<file path="config.mk">
export PLATFORM = sky130hd
export DESIGN_NAME = tzc_timer
export DESIGN_NICKNAME = d
export VERILOG_FILES = /design/src/tzc_pkg.sv /design/src/tzc_edge_sync.sv /design/src/tzc_timer.sv
export SDC_FILE = /design/constraint.sdc
export NUM_CORES = 1
export LEC_CHECK = 0
export BUFFER_PORTS_ARGS = -buffer_cell sky130_fd_sc_hd__buf_2
export CORE_MARGIN = 4
export CORE_UTILIZATION = 35
export CTS_BUF_LIST = sky130_fd_sc_hd__clkbuf_4
export DETAILED_ROUTE_END_ITERATION = 16
export GPL_ROUTABILITY_DRIVEN = 0
export SLEW_MARGIN = 20
export SYNTH_ARGS = -nofsm -noshare
export SYNTH_HDL_FRONTEND = slang
export SYNTH_HIERARCHICAL = 1
export SYNTH_SLANG_ARGS = --single-unit
</file>
<file path="constraint.sdc">
create_clock -name core_clk_in -period 4.6 [get_ports core_clk_in]
set_clock_uncertainty 0.15 [all_clocks]
set_input_delay 0.92 -clock core_clk_in [delete_from_list [all_inputs] [get_ports core_clk_in]]
set_output_delay 0.92 -clock core_clk_in [all_outputs]
set_load 0.005 [all_outputs]
</file>
<file path="src/tzc_pkg.sv">
// Package for the timer zero counter: offsets, fields, codes
package tzc_pkg;
    // Register offsets
    localparam logic [11:0] ADDR_COUNT_LOW    = 12'h59C;
    localparam logic [11:0] ADDR_COUNT_HIGH   = 12'h59D;
    localparam logic [11:0] ADDR_CONTROL_ZERO = 12'h59E;
    localparam logic [11:0] ADDR_CONTROL_ONE  = 12'h59F;
    localparam logic [11:0] ADDR_IRQ_STATUS   = 12'h5A0;
    localparam logic [11:0] ADDR_IRQ_MASK     = 12'h5A1;
    // Reset values
    localparam logic [7:0]  RESET_BYTE        = 8'h00;
    // Control zero fields
    localparam int          CZ_ENABLE_BIT     = 7;
    localparam int          CZ_UNUSED_BIT     = 6;
    localparam int          CZ_OUT_BIT        = 5;
    localparam int          CZ_WIDE_BIT       = 4;
    localparam int          DIV_FIELD_MSB     = 3;
    // Control one fields
    localparam int          CO_CS_MSB         = 7;
    localparam int          CO_CS_LSB         = 5;
    localparam int          CO_ASYNC_BIT      = 4;
    // Clock source codes
    typedef enum logic [2:0] {
        TZC_SRC_PIN_TRUE  = 3'h0,
        TZC_SRC_PIN_INV   = 3'h1,
        TZC_SRC_INSTR     = 3'h2,
        TZC_SRC_HFOSC     = 3'h3,
        TZC_SRC_LFOSC     = 3'h4,
        TZC_SRC_MFOSC     = 3'h5,
        TZC_SRC_SECONDARY_OSCILLATOR      = 3'h6,
        TZC_SRC_LOGIC     = 3'h7
    } tzc_src_e;
    // Instruction clock divides the core clock by four
    localparam logic [1:0]  INSTR_DIV_LAST    = 2'h3;
    localparam logic [14:0] PRE_ONE           = 15'h0001;
    localparam logic [7:0]  BYTE_ONES         = 8'hFF;
endpackage

</file>
<file path="src/tzc_edge_sync.sv">
// Edge detector for one clock source with two-flop synchroniser and optional instruction-tick alignment
`timescale 1ns/1ps
module tzc_edge_sync
    import tzc_pkg::*;
(
    // Clock and reset
    input  wire logic core_clk_in,
    input  wire logic rst_in,
    // Source and control
    input  wire logic src_in,
    input  wire logic unsync_in,
    input  wire logic instr_tick_in,
    // Rising edge event
    output logic      rise_out
);
    logic meta_q;
    logic sync_q;
    logic last_q;
    logic held_q;
    logic pend_q;
    logic rise_d;

    // Two flops before the source is used
    always_ff @(posedge core_clk_in) begin
        if (rst_in) begin
            meta_q <= 1'b0;
            sync_q <= 1'b0;
            last_q <= 1'b0;
        end else begin
            meta_q <= src_in;
            sync_q <= meta_q;
            last_q <= sync_q;
        end
    end

    // Synchronous mode releases an edge only on an instruction tick
    always_ff @(posedge core_clk_in) begin
        if (rst_in) begin
            pend_q <= 1'b0;
            held_q <= 1'b0;
        end else begin
            held_q <= rise_d;
            if (instr_tick_in) begin
                pend_q <= 1'b0;
            end else if (sync_q && !last_q) begin
                pend_q <= 1'b1;
            end
        end
    end

    always_comb begin
        if (unsync_in) begin
            rise_d = sync_q && !last_q;
        end else begin
            rise_d = instr_tick_in && (pend_q || (sync_q && !last_q));
        end
    end

    assign rise_out = held_q;
endmodule

</file>
<file path="src/tzc_timer.sv">
// Timer zero counter: 8/16-bit timer with prescaler, postscaler and register port
//
// Notes on behaviour
// RULE1: The enable bit lets the timer count when set and stops it when clear.
// RULE2: The width select bit picks 16-bit operation at one and 8-bit at zero.
// RULE3: In 8-bit mode the low count register is the full 8-bit counter.
// RULE4: In 8-bit mode the high register is the period and the counter restarts at zero on it.
// RULE5: In 16-bit mode low and high registers are the low and high bytes of the count.
// RULE6: Control zero bits 3 to 0 divide the output by the field plus one.
// RULE7: Control one bits 3 to 0 divide the input clock by two to the field.
// RULE8: Control one bits 7 to 5 select the counting clock source.
// RULE9: Source code one counts the inverted pin input and code zero the true one.
// RULE10: The unsync bit skips synchronising to the instruction clock; clear, it syncs.
// RULE11: Control zero bit 5 reads the output level and ignores writes.
// RULE12: In 8-bit mode a buffered period is compared and reloaded on each match.
// RULE13: In 16-bit mode a low read latches the high byte and a low write loads it.
// RULE14: Writes to low count or either control register and reset clear both scalers.
// RULE15: Output toggles and the flag sets every postscale plus one matches or rollovers.
// RULE16: Control zero bit 6 reads zero and ignores writes.
`timescale 1ns/1ps
module tzc_timer
    import tzc_pkg::*;
(
    // Clock and reset
    input  wire logic        core_clk_in,
    input  wire logic        rst_in,
    // Register port
    input  wire logic [11:0] addr_in,
    input  wire logic [7:0]  wdata_in,
    input  wire logic        wr_in,
    input  wire logic        rd_in,
    output logic      [7:0]  rdata_out,
    // Clock sources
    input  wire logic        ext_pin_in,
    input  wire logic        logic_cell_output_in,
    input  wire logic        secondary_oscillator_in,
    input  wire logic        medium_internal_oscillator_in,
    input  wire logic        low_freq_oscillator_in,
    input  wire logic        high_freq_oscillator_in,
    // Results
    output logic             timer_toggle_output_out,
    output logic             irq_out
);
    ////////////////////////////////////////////////////////////////////////////
    logic [7:0]  count_low_q;
    logic [7:0]  count_high_q;
    logic [7:0]  high_live_q;
    logic [7:0]  period_buf_q;
    logic        module_enable_q;
    logic        wide_mode_select_q;
    logic [3:0]  post_divider_select_q;
    logic [2:0]  count_clock_select_q;
    logic        input_unsync_enable_q;
    logic [3:0]  pre_divider_select_q;
    logic        out_q;
    logic        irq_status_q;
    logic        irq_mask_q;
    logic        irq_q;
    logic [7:0]  rdata_q;
    logic [1:0]  instr_cnt_q;
    logic        instr_clk_q;
    logic        instr_tick;
    logic [14:0] pre_cnt_q;
    logic [3:0]  post_cnt_q;
    logic        src_sel;
    logic        src_rise;
    logic        pre_tick;
    logic        match;
    logic        wrap;
    logic        event_hit;
    logic        scaler_clr;
    logic        wr_low;
    logic        rd_low;

    function automatic logic hit(input logic [11:0] a, input logic [11:0] base);
        hit = (a == base);
    endfunction

    assign wr_low     = wr_in && hit(addr_in, ADDR_COUNT_LOW);
    assign rd_low     = rd_in && hit(addr_in, ADDR_COUNT_LOW);
    assign scaler_clr = wr_low || (wr_in && (hit(addr_in, ADDR_CONTROL_ZERO)
                        || hit(addr_in, ADDR_CONTROL_ONE)));  // RULE14

    ////////////////////////////////////////////////////////////////////////////
    // Instruction clock: core clock divided by four
    always_ff @(posedge core_clk_in) begin
        if (rst_in) begin
            instr_cnt_q <= 2'h0;
            instr_clk_q <= 1'b0;
        end else begin
            instr_cnt_q <= instr_cnt_q + 2'h1;
            instr_clk_q <= (instr_cnt_q < 2'h2);
        end
    end
    assign instr_tick = (instr_cnt_q == INSTR_DIV_LAST);

    ////////////////////////////////////////////////////////////////////////////
    // Clock source select
    always_comb begin
        unique case (tzc_src_e'(count_clock_select_q))  // RULE8
            TZC_SRC_PIN_TRUE: src_sel = ext_pin_in;  // RULE9
            TZC_SRC_PIN_INV:  src_sel = !ext_pin_in;  // RULE9
            TZC_SRC_INSTR:    src_sel = instr_clk_q;
            TZC_SRC_HFOSC:    src_sel = high_freq_oscillator_in;
            TZC_SRC_LFOSC:    src_sel = low_freq_oscillator_in;
            TZC_SRC_MFOSC:    src_sel = medium_internal_oscillator_in;
            TZC_SRC_SECONDARY_OSCILLATOR:     src_sel = secondary_oscillator_in;
            TZC_SRC_LOGIC:    src_sel = logic_cell_output_in;
        endcase
    end

    tzc_edge_sync u_edge (
        .core_clk_in   (core_clk_in),
        .rst_in        (rst_in),
        .src_in        (src_sel),
        .unsync_in     (input_unsync_enable_q),  // RULE10
        .instr_tick_in (instr_tick),
        .rise_out      (src_rise)
    );

    ////////////////////////////////////////////////////////////////////////////
    // Prescaler: divide by two to the field
    assign pre_tick = module_enable_q && src_rise
                      && ((pre_cnt_q + PRE_ONE) == (PRE_ONE << pre_divider_select_q));  // RULE7

    always_ff @(posedge core_clk_in) begin
        if (rst_in || scaler_clr) begin
            pre_cnt_q <= 15'h0;  // RULE14
        end else if (module_enable_q && src_rise) begin
            pre_cnt_q <= pre_tick ? 15'h0 : pre_cnt_q + PRE_ONE;
        end
    end

    ////////////////////////////////////////////////////////////////////////////
    // Counter
    assign match = !wide_mode_select_q && (count_low_q == period_buf_q);  // RULE12
    assign wrap  = wide_mode_select_q && (count_low_q == BYTE_ONES)
                   && (high_live_q == BYTE_ONES);
    assign event_hit = pre_tick && (match || wrap);

    always_ff @(posedge core_clk_in) begin
        if (rst_in) begin
            count_low_q  <= RESET_BYTE;
            high_live_q  <= RESET_BYTE;
            period_buf_q <= RESET_BYTE;
        end else if (wr_low) begin
            count_low_q <= wdata_in;
            if (wide_mode_select_q) begin
                high_live_q <= count_high_q;  // RULE13
            end
        end else if (pre_tick) begin  // RULE1
            if (!wide_mode_select_q) begin  // RULE2
                if (match) begin
                    count_low_q  <= RESET_BYTE;  // RULE4
                    period_buf_q <= count_high_q;  // RULE12
                end else begin
                    count_low_q <= count_low_q + 8'h01;  // RULE3
                end
            end else begin
                count_low_q <= count_low_q + 8'h01;  // RULE5
                if (count_low_q == BYTE_ONES) begin
                    high_live_q <= high_live_q + 8'h01;
                end
            end
        end
    end

    ////////////////////////////////////////////////////////////////////////////
    // Postscaler, output and interrupt
    always_ff @(posedge core_clk_in) begin
        if (rst_in) begin
            post_cnt_q <= 4'h0;
            out_q      <= 1'b0;
        end else if (scaler_clr) begin
            post_cnt_q <= 4'h0;  // RULE14
        end else if (event_hit) begin
            if (post_cnt_q >= post_divider_select_q) begin
                post_cnt_q <= 4'h0;
                out_q      <= !out_q;  // RULE15
            end else begin
                post_cnt_q <= post_cnt_q + 4'h1;  // RULE6
            end
        end
    end

    always_ff @(posedge core_clk_in) begin
        if (rst_in) begin
            irq_status_q <= 1'b0;
        end else if (event_hit && !scaler_clr && post_cnt_q >= post_divider_select_q) begin
            irq_status_q <= 1'b1;  // RULE15
        end else if (wr_in && hit(addr_in, ADDR_IRQ_STATUS) && wdata_in[0]) begin
            irq_status_q <= 1'b0;
        end
    end

    always_ff @(posedge core_clk_in) begin
        if (rst_in) begin
            irq_q <= 1'b0;
        end else begin
            irq_q <= irq_status_q && irq_mask_q;
        end
    end

    ////////////////////////////////////////////////////////////////////////////
    // Register writes
    always_ff @(posedge core_clk_in) begin
        if (rst_in) begin
            count_high_q          <= RESET_BYTE;
            module_enable_q       <= 1'b0;
            wide_mode_select_q    <= 1'b0;
            post_divider_select_q <= 4'h0;
            count_clock_select_q  <= 3'h0;
            input_unsync_enable_q <= 1'b0;
            pre_divider_select_q  <= 4'h0;
            irq_mask_q            <= 1'b0;
        end else if (wr_in) begin
            if (hit(addr_in, ADDR_COUNT_HIGH)) begin
                count_high_q <= wdata_in;
            end
            if (hit(addr_in, ADDR_CONTROL_ZERO)) begin
                module_enable_q       <= wdata_in[CZ_ENABLE_BIT];  // RULE1
                wide_mode_select_q    <= wdata_in[CZ_WIDE_BIT];  // RULE2
                post_divider_select_q <= wdata_in[DIV_FIELD_MSB:0];  // RULE6
            end
            if (hit(addr_in, ADDR_CONTROL_ONE)) begin
                count_clock_select_q  <= wdata_in[CO_CS_MSB:CO_CS_LSB];
                input_unsync_enable_q <= wdata_in[CO_ASYNC_BIT];
                pre_divider_select_q  <= wdata_in[DIV_FIELD_MSB:0];
            end
            if (hit(addr_in, ADDR_IRQ_MASK)) begin
                irq_mask_q <= wdata_in[0];
            end
        end else if (rd_low && wide_mode_select_q) begin
            count_high_q <= high_live_q;  // RULE13
        end
    end

    ////////////////////////////////////////////////////////////////////////////
    // Register reads, data one cycle later
    always_ff @(posedge core_clk_in) begin
        if (rst_in) begin
            rdata_q <= RESET_BYTE;
        end else if (rd_in) begin
            rdata_q <= RESET_BYTE;
            if (hit(addr_in, ADDR_COUNT_LOW)) begin
                rdata_q <= count_low_q;
            end
            if (hit(addr_in, ADDR_COUNT_HIGH)) begin
                rdata_q <= wide_mode_select_q ? high_live_q : count_high_q;
            end
            if (hit(addr_in, ADDR_CONTROL_ZERO)) begin
                rdata_q[CZ_ENABLE_BIT]     <= module_enable_q;
                rdata_q[CZ_UNUSED_BIT]     <= 1'b0;  // RULE16
                rdata_q[CZ_OUT_BIT]        <= out_q;  // RULE11
                rdata_q[CZ_WIDE_BIT]       <= wide_mode_select_q;
                rdata_q[DIV_FIELD_MSB:0]   <= post_divider_select_q;
            end
            if (hit(addr_in, ADDR_CONTROL_ONE)) begin
                rdata_q <= {count_clock_select_q, input_unsync_enable_q,
                            pre_divider_select_q};
            end
            if (hit(addr_in, ADDR_IRQ_STATUS)) begin
                rdata_q[0] <= irq_status_q;
            end
            if (hit(addr_in, ADDR_IRQ_MASK)) begin
                rdata_q[0] <= irq_mask_q;
            end
        end else begin
            rdata_q <= RESET_BYTE;
        end
    end

    assign rdata_out               = rdata_q;
    assign timer_toggle_output_out = out_q;
    assign irq_out                 = irq_q;
endmodule

</file>
# Word level (Yosys, flattened, before mapping)
# Cells that the tools add are included.
op_classes:
  addsub: 5
  order_cmp: 2
  eq_ne: 21
  shifts: 1
  mux: 25
  bitwise_logic: 4
  reduce_logical: 42
op_table:
  columns: ["op", "count"]
  rows:
  - ["8-bit two-way mux", 17]
  - ["12-bit by 11-bit equality test with 1-bit output (second input constant)", 6]
  - ["1-bit logical AND", 17]
  - ["8-bit by 1-bit adder with 8-bit output (second input constant)", 2]
  - ["8-bit equality test (second input constant)", 2]
  - ["15-bit by 1-bit adder with 15-bit output (second input constant)", 1]
  - ["15-bit equality test", 1]
  - ["15-bit two-way mux", 1]
  - ["1-bit by 4-bit left shift with 15-bit output (first input constant)", 1]
  - ["3-bit equality test (second input constant)", 4]
  - ["8-bit equality test", 1]
  - ["1-bit one-hot mux with 8 select lines", 1]
  - ["2-bit AND reduction", 4]
  - ["4-bit AND reduction", 2]
  - ["2-bit nonzero test", 4]
  - ["3-bit by 2-bit equality test with 1-bit output (second input constant)", 2]
  - ["2-bit OR reduction", 3]
  - ["1-bit logical NOT", 5]
  - ["1-bit logical OR", 5]
  - ["1-bit two-way mux", 5]
  - ["4-bit by 1-bit adder with 4-bit output (second input constant)", 1]
  - ["4-bit greater-or-equal comparator", 1]
  - ["4-bit two-way mux", 1]
  - ["2-bit != test (second input constant)", 2]
  - ["other kinds (8)", 11]
totals:
  reg_bits: 85
  in_bits: 30
  word_cells: 124

# Longest topological paths before layout
# Gate-level depths: netlist of the first run.
depth:
  depth_word: 8
  ltp_mapped: 12
  ltp_nobuf: 10

# Hierarchy
# Netlist of the first run, hierarchy kept.
by_module_without_submodules:
  columns: ["module", "n_inst", "cells_per_inst", "area_per_inst_um2"]
  rows:
  - ["tzc_timer", 1, 616, 5026.1]
  - ["tzc_edge_sync", 1, 14, 161.4]

# Worst setup path after synthesis of the first run
# Ideal clock, no wire load.
synth_path:
  path_kind: "input -> register"
  start: "input addr_in[9]"
  end: "register high_live_q[7]"
  setup_time_ns: 0.138
  arrival_ns: 2.766
  required_ns: 4.312
  setup_slack_ns: 1.545
  path_stages: 8
  n_path_buf: 1
  path_cell_list: "nand4bb_1 nor3_1 nor3b_2 and2_0 clkbuf_1 nand2_1 a211oi_1 a211oi_1"
synth_between:
  elab_chain_len: 4
  elab_cells_between_ends: 7
  classes_between: "2 x eq/ne; 1 x mux; 4 x reduce/logical"
synth_rtl:
  columns: ["item", "line_no", "text"]
  rows:
  - ["start: declaration", "tzc_timer.sv:28", "input wire logic [11:0] addr_in,"]
  - ["12-bit by 11-bit equality test with 1-bit output (*)", "tzc_timer.sv:76", "hit = (a == base);"]
  - ["1-bit logical AND (*)", "tzc_timer.sv:79", "assign wr_low = wr_in && hit(addr_in, ADDR_COUNT_LOW);"]
  - ["2-bit != test (no line) / 2-bit nonzero test (equally long branches)", null, null]
  - ["4-bit AND reduction (no line)", null, null]
  - ["end signal: assignment", "tzc_timer.sv:149", "high_live_q <= count_high_q;"]
  - ["end signal: assignment", "tzc_timer.sv:162", "high_live_q <= high_live_q + 8'h01;"]
  - ["end: declaration", "tzc_timer.sv:47", "logic [7:0] high_live_q;"]
# Every way passes the cells marked *; elsewhere a longest branch is shown, timed or not.
# A chain may end at the register's enable or synchronous reset.

# Worst setup path in the final report of the first run
layout_path:
  start: "register pre_cnt_q[0]"
  end: "register count_low_q[7]"
layout_between:
  elab_chain_len: 4
layout_rtl:
  columns: ["item", "line_no", "text"]
  rows:
  - ["start: declaration", "tzc_timer.sv:63", "logic [14:0] pre_cnt_q;"]
  - ["start signal: assignment", "tzc_timer.sv:130", "pre_cnt_q <= pre_tick ? 15'h0 : pre_cnt_q + PRE_ONE;"]
  - ["15-bit by 1-bit adder with 15-bit output", "tzc_timer.sv:124", "&& ((pre_cnt_q + PRE_ONE) == (PRE_ONE << pre_divider_select_q));"]
  - ["15-bit equality test", "tzc_timer.sv:124", null]
  - ["1-bit logical AND", "tzc_timer.sv:124", null]
  - ["2-bit nonzero test (no line)", null, null]
  - ["end signal: assignment", "tzc_timer.sv:147", "count_low_q <= wdata_in;"]
  - ["end signal: assignment", "tzc_timer.sv:157", "count_low_q <= count_low_q + 8'h01;"]
  - ["end signal: assignment", "tzc_timer.sv:160", "count_low_q <= count_low_q + 8'h01;"]
  - ["end: declaration", "tzc_timer.sv:45", "logic [7:0] count_low_q;"]
# No other way between the ends.

==> results.yml, run 1 <==
placement:
  post-place-ws_ps: 1080
  place.detailed.hpwl_um: 10700
  io_buffers: 39
  dp_cells: 813
grt:
  grt_usage_pct: 17.7
  grt-ovfl-total: 0
  grt_pass1_wl_um: 23600
  grt_max_degree: 38
  first_global_vias: 4495
  grt_antenna_before_repair: 0
setup_path:
  worstSetupPathType: "flip-flop to flip-flop"
  critPathMaxFanout: 32
  worstRegToRegCells: 9
  critPathCaptureType: "flip-flop"
  rr_endpoint: "count_low_q[7]"
  cp.arrival_ps: 3760
  r2r_slack_ps: 1080
  startpoint: "pre_cnt_q[0]"
  r2r_start: "pre_cnt_q[0]"
  cp_data_required_time_ps: 4850
  worst_setup_path_start_kind: "flip-flop"
  endpoint: "count_low_q[7]"
clocking:
  cts_setup_buffers: 0
  path_clk_slew_ps: 140
  max-clock-path-buffers: 2
  cts_hold_buf: 0
  cts_buffers: 9
  ctsResizeCount: 0
  tritoncts: "built"
  htree_levels: 3
  clock-root-buffer: "clkbuf_4"
  clock_latency_ps: 450
  cts_num_sinks: 85
logic_synthesis:
  seq_area_frac_synth_pct: 32.8
  synth.distinct_cells: 77
  synth_fp_nets: 669
  syn_area_mm2: 0.00519
  synth-edff-count: 0
  avgSynthCellArea_um2: 8.23
  synth_ff_type: "dfxtp_1"
  ys_seq_elements: 85
  yosys_warnings: 6
  async_reset_ff_share_pct: 0
  synth_cells: 630
routing:
  first_pass_iters: 5
  drt_iter0_markers: 494
  drtAntennaViolNets: 0
  routedWlPerCell_um: 17.6
  drc: 0
  vias: 4726
  drt_wl_total_um: 14600
  via_per_inst: 5.70
run:
  cap_violations: 0
power_and_ir_drop:
  p_per_area_mw_per_mm2: 237
  ir_drop_mv: 0.151
  leakagePower_nw: 1.93
sta:
  period_needed_ps: 3520
  setup_viol_count_final: 0
  max_slew_margin_pct: 53.7
  rsz0062_at_grt: "false"
  slew_violations: 0
  hold_ws_ps: 281
  fin_ws_ps: 1080
  fin_crit_sh_pct: 76.4
  finalHoldViolCount: 0
  setup_tns_ps: 0
  fmax_mhz: 284
  worstMarginPinSlew_ps: 694
floorplanning:
  initial_utilization_pct: 35.7
  std_cell_rows: 44
  dieArea_mm2: 0.0168
  design.core.area_mm2: 0.0145
  die_h_um: 130
  io-pin-count: 40
  die_x_um: 130
layout:
  layout.nets: 679
  drive_gt1_share_pct: 13.2
  final_cell_mix: "85 x dfxtp_1, 63 x nor2_1, 52 x a21oi_1"
  n_antenna_cell: 0
  syn_to_final_growth_pct: 7.45
  fin_cells: 829
  final_common_cell: "dfxtp_1"
  nFillCells: 1516
min_path:
  min_path_type: "flip-flop to flip-flop"
  hold_path_depth: 1
run_status:
  status: "finished clean"
-- state kept, by name (all words and copies together), names as in the netlist, 4 cells and up --
name,cells
pre_cnt_q,15
count_high_q,8
count_low_q,8
high_live_q,8
period_buf_q,8
rdata_out,8
post_cnt_q,4
post_divider_select_q,4
pre_divider_select_q,4
-- cell families (layout without fill, tap and decap cells) --
logic type,count (synthesis),in the layout,synth area share (%)
adder cells (fa/ha/maj),9,9,2.17
AND/OR/NAND/NOR,268,268,29.1
buffers and inverters,59,74,5.57
XOR/XNOR,37,37,6.54
AO/OA/AOI/OAI,143,143,17.7
flip-flops,85,85,32.8
multiplexers,29,29,6.17
-- worst min-delay path by stage --
stage	startpoint	slack, ps	to
after floorplan	instr_cnt_q[1]	250	instr_clk_q
after global placement	instr_cnt_q[0]	260	instr_cnt_q[0]
after detailed placement	instr_cnt_q[1]	260	instr_clk_q
after CTS	instr_cnt_q[0]	290	instr_cnt_q[0]
after global routing	instr_cnt_q[0]	310	instr_cnt_q[0]
final	instr_cnt_q[0]	280	instr_cnt_q[0]
-- area by class of cell --
type                    instances  area, um2  area share, %
clock buffers                  11       82.6           1.48
clock inverters                 5       75.1           1.35
inverters                      15       56.3           1.01
multi-input cells             486       3200           57.5
flip-flops and latches         85       1700           30.5
well taps                     184        230           4.13
repair buffers                 43        225           4.04
-- synth_stat cells, types with 7 or more instances --
master     n  area [um2]
xnor2_1   23         201
xor2_1    13         114
or3_1      9        56.3
a21oi_1   52         260
nor3_1    15        75.1
inv_1     15        56.3
nand2b_1   7        43.8
nand4_1   16         100
dfxtp_1   85        1700
nand3_1   31         155
nor2b_1   10        62.6
mux2i_1   23         230
nor2_1    63         236
clkbuf_1  24        90.1
a211oi_1   7        52.6
a31oi_1    9        56.3
nand2_1   49         184
and3_1    12        75.1
ha_1       9         113
o21ai_0   29         145
-- routing by layer --
layer	global-route usage [%]	vias to the layer above	part of all wire, %
li1	-	2311	-
met1	22.6	2258	43
met2	29.9	129	50
met3	3.85	28	5.2
met4	5.68	0	2.1
met5	0	-	0
-- through the flow --
step	area, um2	power, mW	utilization (%)
after detailed placement	5420	0.844	37.3
after floorplan	5190	0.813	-
after global routing	5570	1.38	38.4
after global placement	5420	0.843	37.3
final	5570	1.32	38.4
after CTS	5570	1.34	38.4
-- report_power, final --
part	leakage (nW)	internal, mW	switching (mW)	total [mW]
clock	0.0906	0.230	0.265	0.495
combinational	1.15	0.0326	0.0451	0.0777
sequential	0.686	0.743	0.00796	0.751
-- critical path, stage by stage, from the launching register on --
cell and delay, ps:
dfxtp_1 490, ha_1 270, and3_1 320, and3_1 270, xnor2_1 180, o2111ai_1 140, nor3_1 430, nand4b_4 430
or4_1 620, a31oi_1 160
Note: power is estimated with default switching activity, not from simulation.
==> run 2: changes to the inputs <==
--- a/config.mk
+++ b/config.mk
@@ -5,6 +5,7 @@
 export SDC_FILE = /design/constraint.sdc
 export NUM_CORES = 1
 export LEC_CHECK = 0
+export ABC_AREA = 1
 export BUFFER_PORTS_ARGS = -buffer_cell sky130_fd_sc_hd__buf_2
 export CORE_MARGIN = 4
 export CORE_UTILIZATION = 35
==> constraint.sdc (replaced) <==
create_clock -name core_clk_in -period 3.1 [get_ports core_clk_in]
set_clock_uncertainty 0.15 [all_clocks]
set_input_delay 0.62 -clock core_clk_in [delete_from_list [all_inputs] [get_ports core_clk_in]]
set_output_delay 0.62 -clock core_clk_in [all_outputs]
set_load 0.005 [all_outputs]
==> run 2 against run 1 <==
Worst setup slack got worse by 700 ps. First-iteration DRC count down 11%. Count of clock-buffer cells in the layout unchanged. Power grew 42%. Combinational power rose by 13%. Cell count rose by 35%. Critical endpoint is now post_cnt_q[1].
==> results.yml, run 2 <==
setup_path:
  crit_slowest_cell: "dfxtp_1"
  critPathMaxFanout: 21
  worst_setup_path_start_kind: "flip-flop"
  slowest_delay_ps: 410
  crit_chain: "ha_1 -> nand3_1 -> nand2_1 -> nand2_1 -> nand2_1 -> inv_2 -> nor2_1 -> nand2_1 -> nor2_1 -> nand2_1 -> nor2_4 -> nand3_4 -> nor2_4 -> nand2_1 -> o21ai_1 -> nor2_1"
  worstSetupPathType: "flip-flop to flip-flop"
  cp_data_required_time_ps: 3290
  path_depth: 16
  crit_family: "simple AND/OR/NAND/NOR gates"
  worstRegToRegCells: 16
  crit_top_cell: "nand2_1"
  cp.arrival_ps: 2900
  path_buf_inv: 1
  critPathCaptureType: "flip-flop"
grt:
  grt_usage_pct: 17.9
  grt_max_degree: 28
  first_global_vias: 5048
  grt_antenna_before_repair: 1
  grt_pass1_wl_um: 25700
  grt-ovfl-total: 0
power_and_ir_drop:
  intPower_mw: 1.39
  leakagePower_nw: 2.65
  clkPwrFrac_pct: 36.6
  p_per_area_mw_per_mm2: 311
  seqPwrFrac_pct: 58.7
  power_switching_share_pct: 25.7
  p_switching_uw: 483
  ir_drop_mv: 0.219
  comb_power_share_pct: 4.7
layout:
  final_common_cell: "nand2_1"
  drive_gt1_share_pct: 12.4
  layout.nets: 945
  largest_reg_flops: 15
  top_register: "pre_cnt_q"
  final_cell_mix: "215 x nand2_1, 132 x nor2_1, 100 x inv_1"
  syn_to_final_growth_pct: 10.1
  final_util_pct: 39.6
sta:
  fmax_mhz: 369
  rsz0062_at_grt: "false"
  fin_crit_sh_pct: 87.5
  setup_viol_count_final: 0
  period_needed_ps: 2710
  max_slew_margin_pct: 60.4
  finalHoldViolCount: 0
  worstMarginPinSlew_ps: 594
  slew_violations: 0
  setup_tns_ps: 0
min_path:
  min_path_type: "flip-flop to flip-flop"
  hold_path_depth: 2
clocking:
  cts_hold_buf: 0
  ctsResizeCount: 0
  tritoncts: "built"
  clock_latency_ps: 470
  clock-root-buffer: "clkbuf_4"
  max-clock-path-buffers: 2
  cts_num_sinks: 85
  path_clk_slew_ps: 140
  cts_buffers: 9
  htree_levels: 3
  cts_setup_buffers: 0
logic_synthesis:
  synth-edff-count: 0
  yosys_warnings: 6
  yosysMostFrequentCell: "nand2_1"
  yosysTopAreaCellShare_pct: 31.0
  seq_area_frac_synth_pct: 31.0
  synth_fp_nets: 909
  async_reset_ff_share_pct: 0
  syn_area_mm2: 0.00548
  synth_area_leaders: "dfxtp_1 31%, nand2_1 15%, nor2_1 9.0%"
  synth.distinct_cells: 42
  synth_ff_type: "dfxtp_1"
  synthTopCellsByCount: "215 x nand2_1, 132 x nor2_1, 100 x inv_1, 85 x dfxtp_1, 61 x nand3_1"
  synth_top_cell_by_area: "dfxtp_1"
  avgSynthCellArea_um2: 6.30
  synth_cells: 870
  ys_seq_elements: 85
floorplanning:
  dieArea_mm2: 0.0177
  die_x_um: 133
  io-pin-count: 40
  initial_utilization_pct: 35.9
  design.core.area_mm2: 0.0153
  die_h_um: 133
  std_cell_rows: 45
routing:
  drc: 0
  vias: 5527
  drtAntennaViolNets: 0
  drt_iter0_markers: 440
  via_per_inst: 4.92
  routedWlPerCell_um: 13.8
  first_pass_iters: 5
  drt_wl_total_um: 15500
run_status:
  status: "finished clean"
placement:
  io_buffers: 39
  place.detailed.hpwl_um: 11800
run:
  cap_violations: 0
run 2: cell types whose count changed after synthesis, sizes merged, moves of 22 or more:
cell	before	now
mux2i	23	0
nor2	63	148
inv	15	106
nand2	49	226
xnor2	23	1
nand3	31	65
run 2: logic make-up (layout without fill, tap and decap cells):
kind of cell	count (synthesis)	after routing	share of synthesized area [%]
buffers and inverters	139	180	10.3
AOI/OAI and AO/OA	126	126	13.4
xor gates and xnor gates	11	11	1.76
other	0	1	0
DFF	85	85	31.0
adders and majority gates	9	9	2.05
and+or+nand+nor	500	500	41.4
run 2: path summary, 6_finish.rpt:
| check | startpoint | end | slack, ps |
|---|---|---|---|
| hold reg to reg | u_edge/meta_q | u_edge/sync_q | 270 |
| setup reg to reg | pre_cnt_q[1] | post_cnt_q[1] | 390 |
| setup / recovery | pre_cnt_q[1] | post_cnt_q[1] | 390 |
| hold / removal | u_edge/meta_q | u_edge/sync_q | 270 |
run 2: per-stage QoR:
stage          hold WS (ps)  power (mW)  area [um2]  setup WS, ps  std cells
3_5_place_dp            247        1.21        5890           359       1106
6_report                266        1.88        6040           389       1123
2_1_floorplan           238        1.17        5480           841        870
4_1_cts                 260        1.90        6040           420       1122
5_1_grt                 247        1.96        6040           165       1123
3_3_place_gp            239        1.21        5890           385       1106
run 2: area by class of cell:
| class | count | area (um2) |
|---|---|---|
| Inverter | 112 | 422 |
| Timing Repair Buffer | 52 | 293 |
| Fill cell | 1684 | 9220 |
| Antenna cell | 1 | 2.50 |
| Multi-Input combinational cell | 646 | 3210 |
| Tap cell | 211 | 264 |
| Sequential cell | 85 | 1700 |
| Clock inverter | 5 | 58.8 |
| Clock buffer | 11 | 82.6 |
run 2: per-layer routing:
metal,part of all wire [%],track usage [%],up-vias
li1,-,-,2899
met5,0,0,-
met4,3.0,6.57,0
met1,47,24.3,2435
met2,44,27.6,160
met3,5.8,4.27,33
run 2: tightest hold or removal path: stages (launching register included):
cell and delay, ps:
dfxtp_1 320, inv_1 40, nor2_1 30
run 2: power by group through the flow:
stage	clock network (mW)	registers (mW)	logic, mW
2_1_floorplan	0	1.12	0.0443
3_3_place_gp	0	1.13	0.0882
3_5_place_dp	0	1.13	0.0882
4_1_cts	0.713	1.10	0.0882
5_1_grt	0.762	1.10	0.0992
6_report	0.688	1.10	0.0881
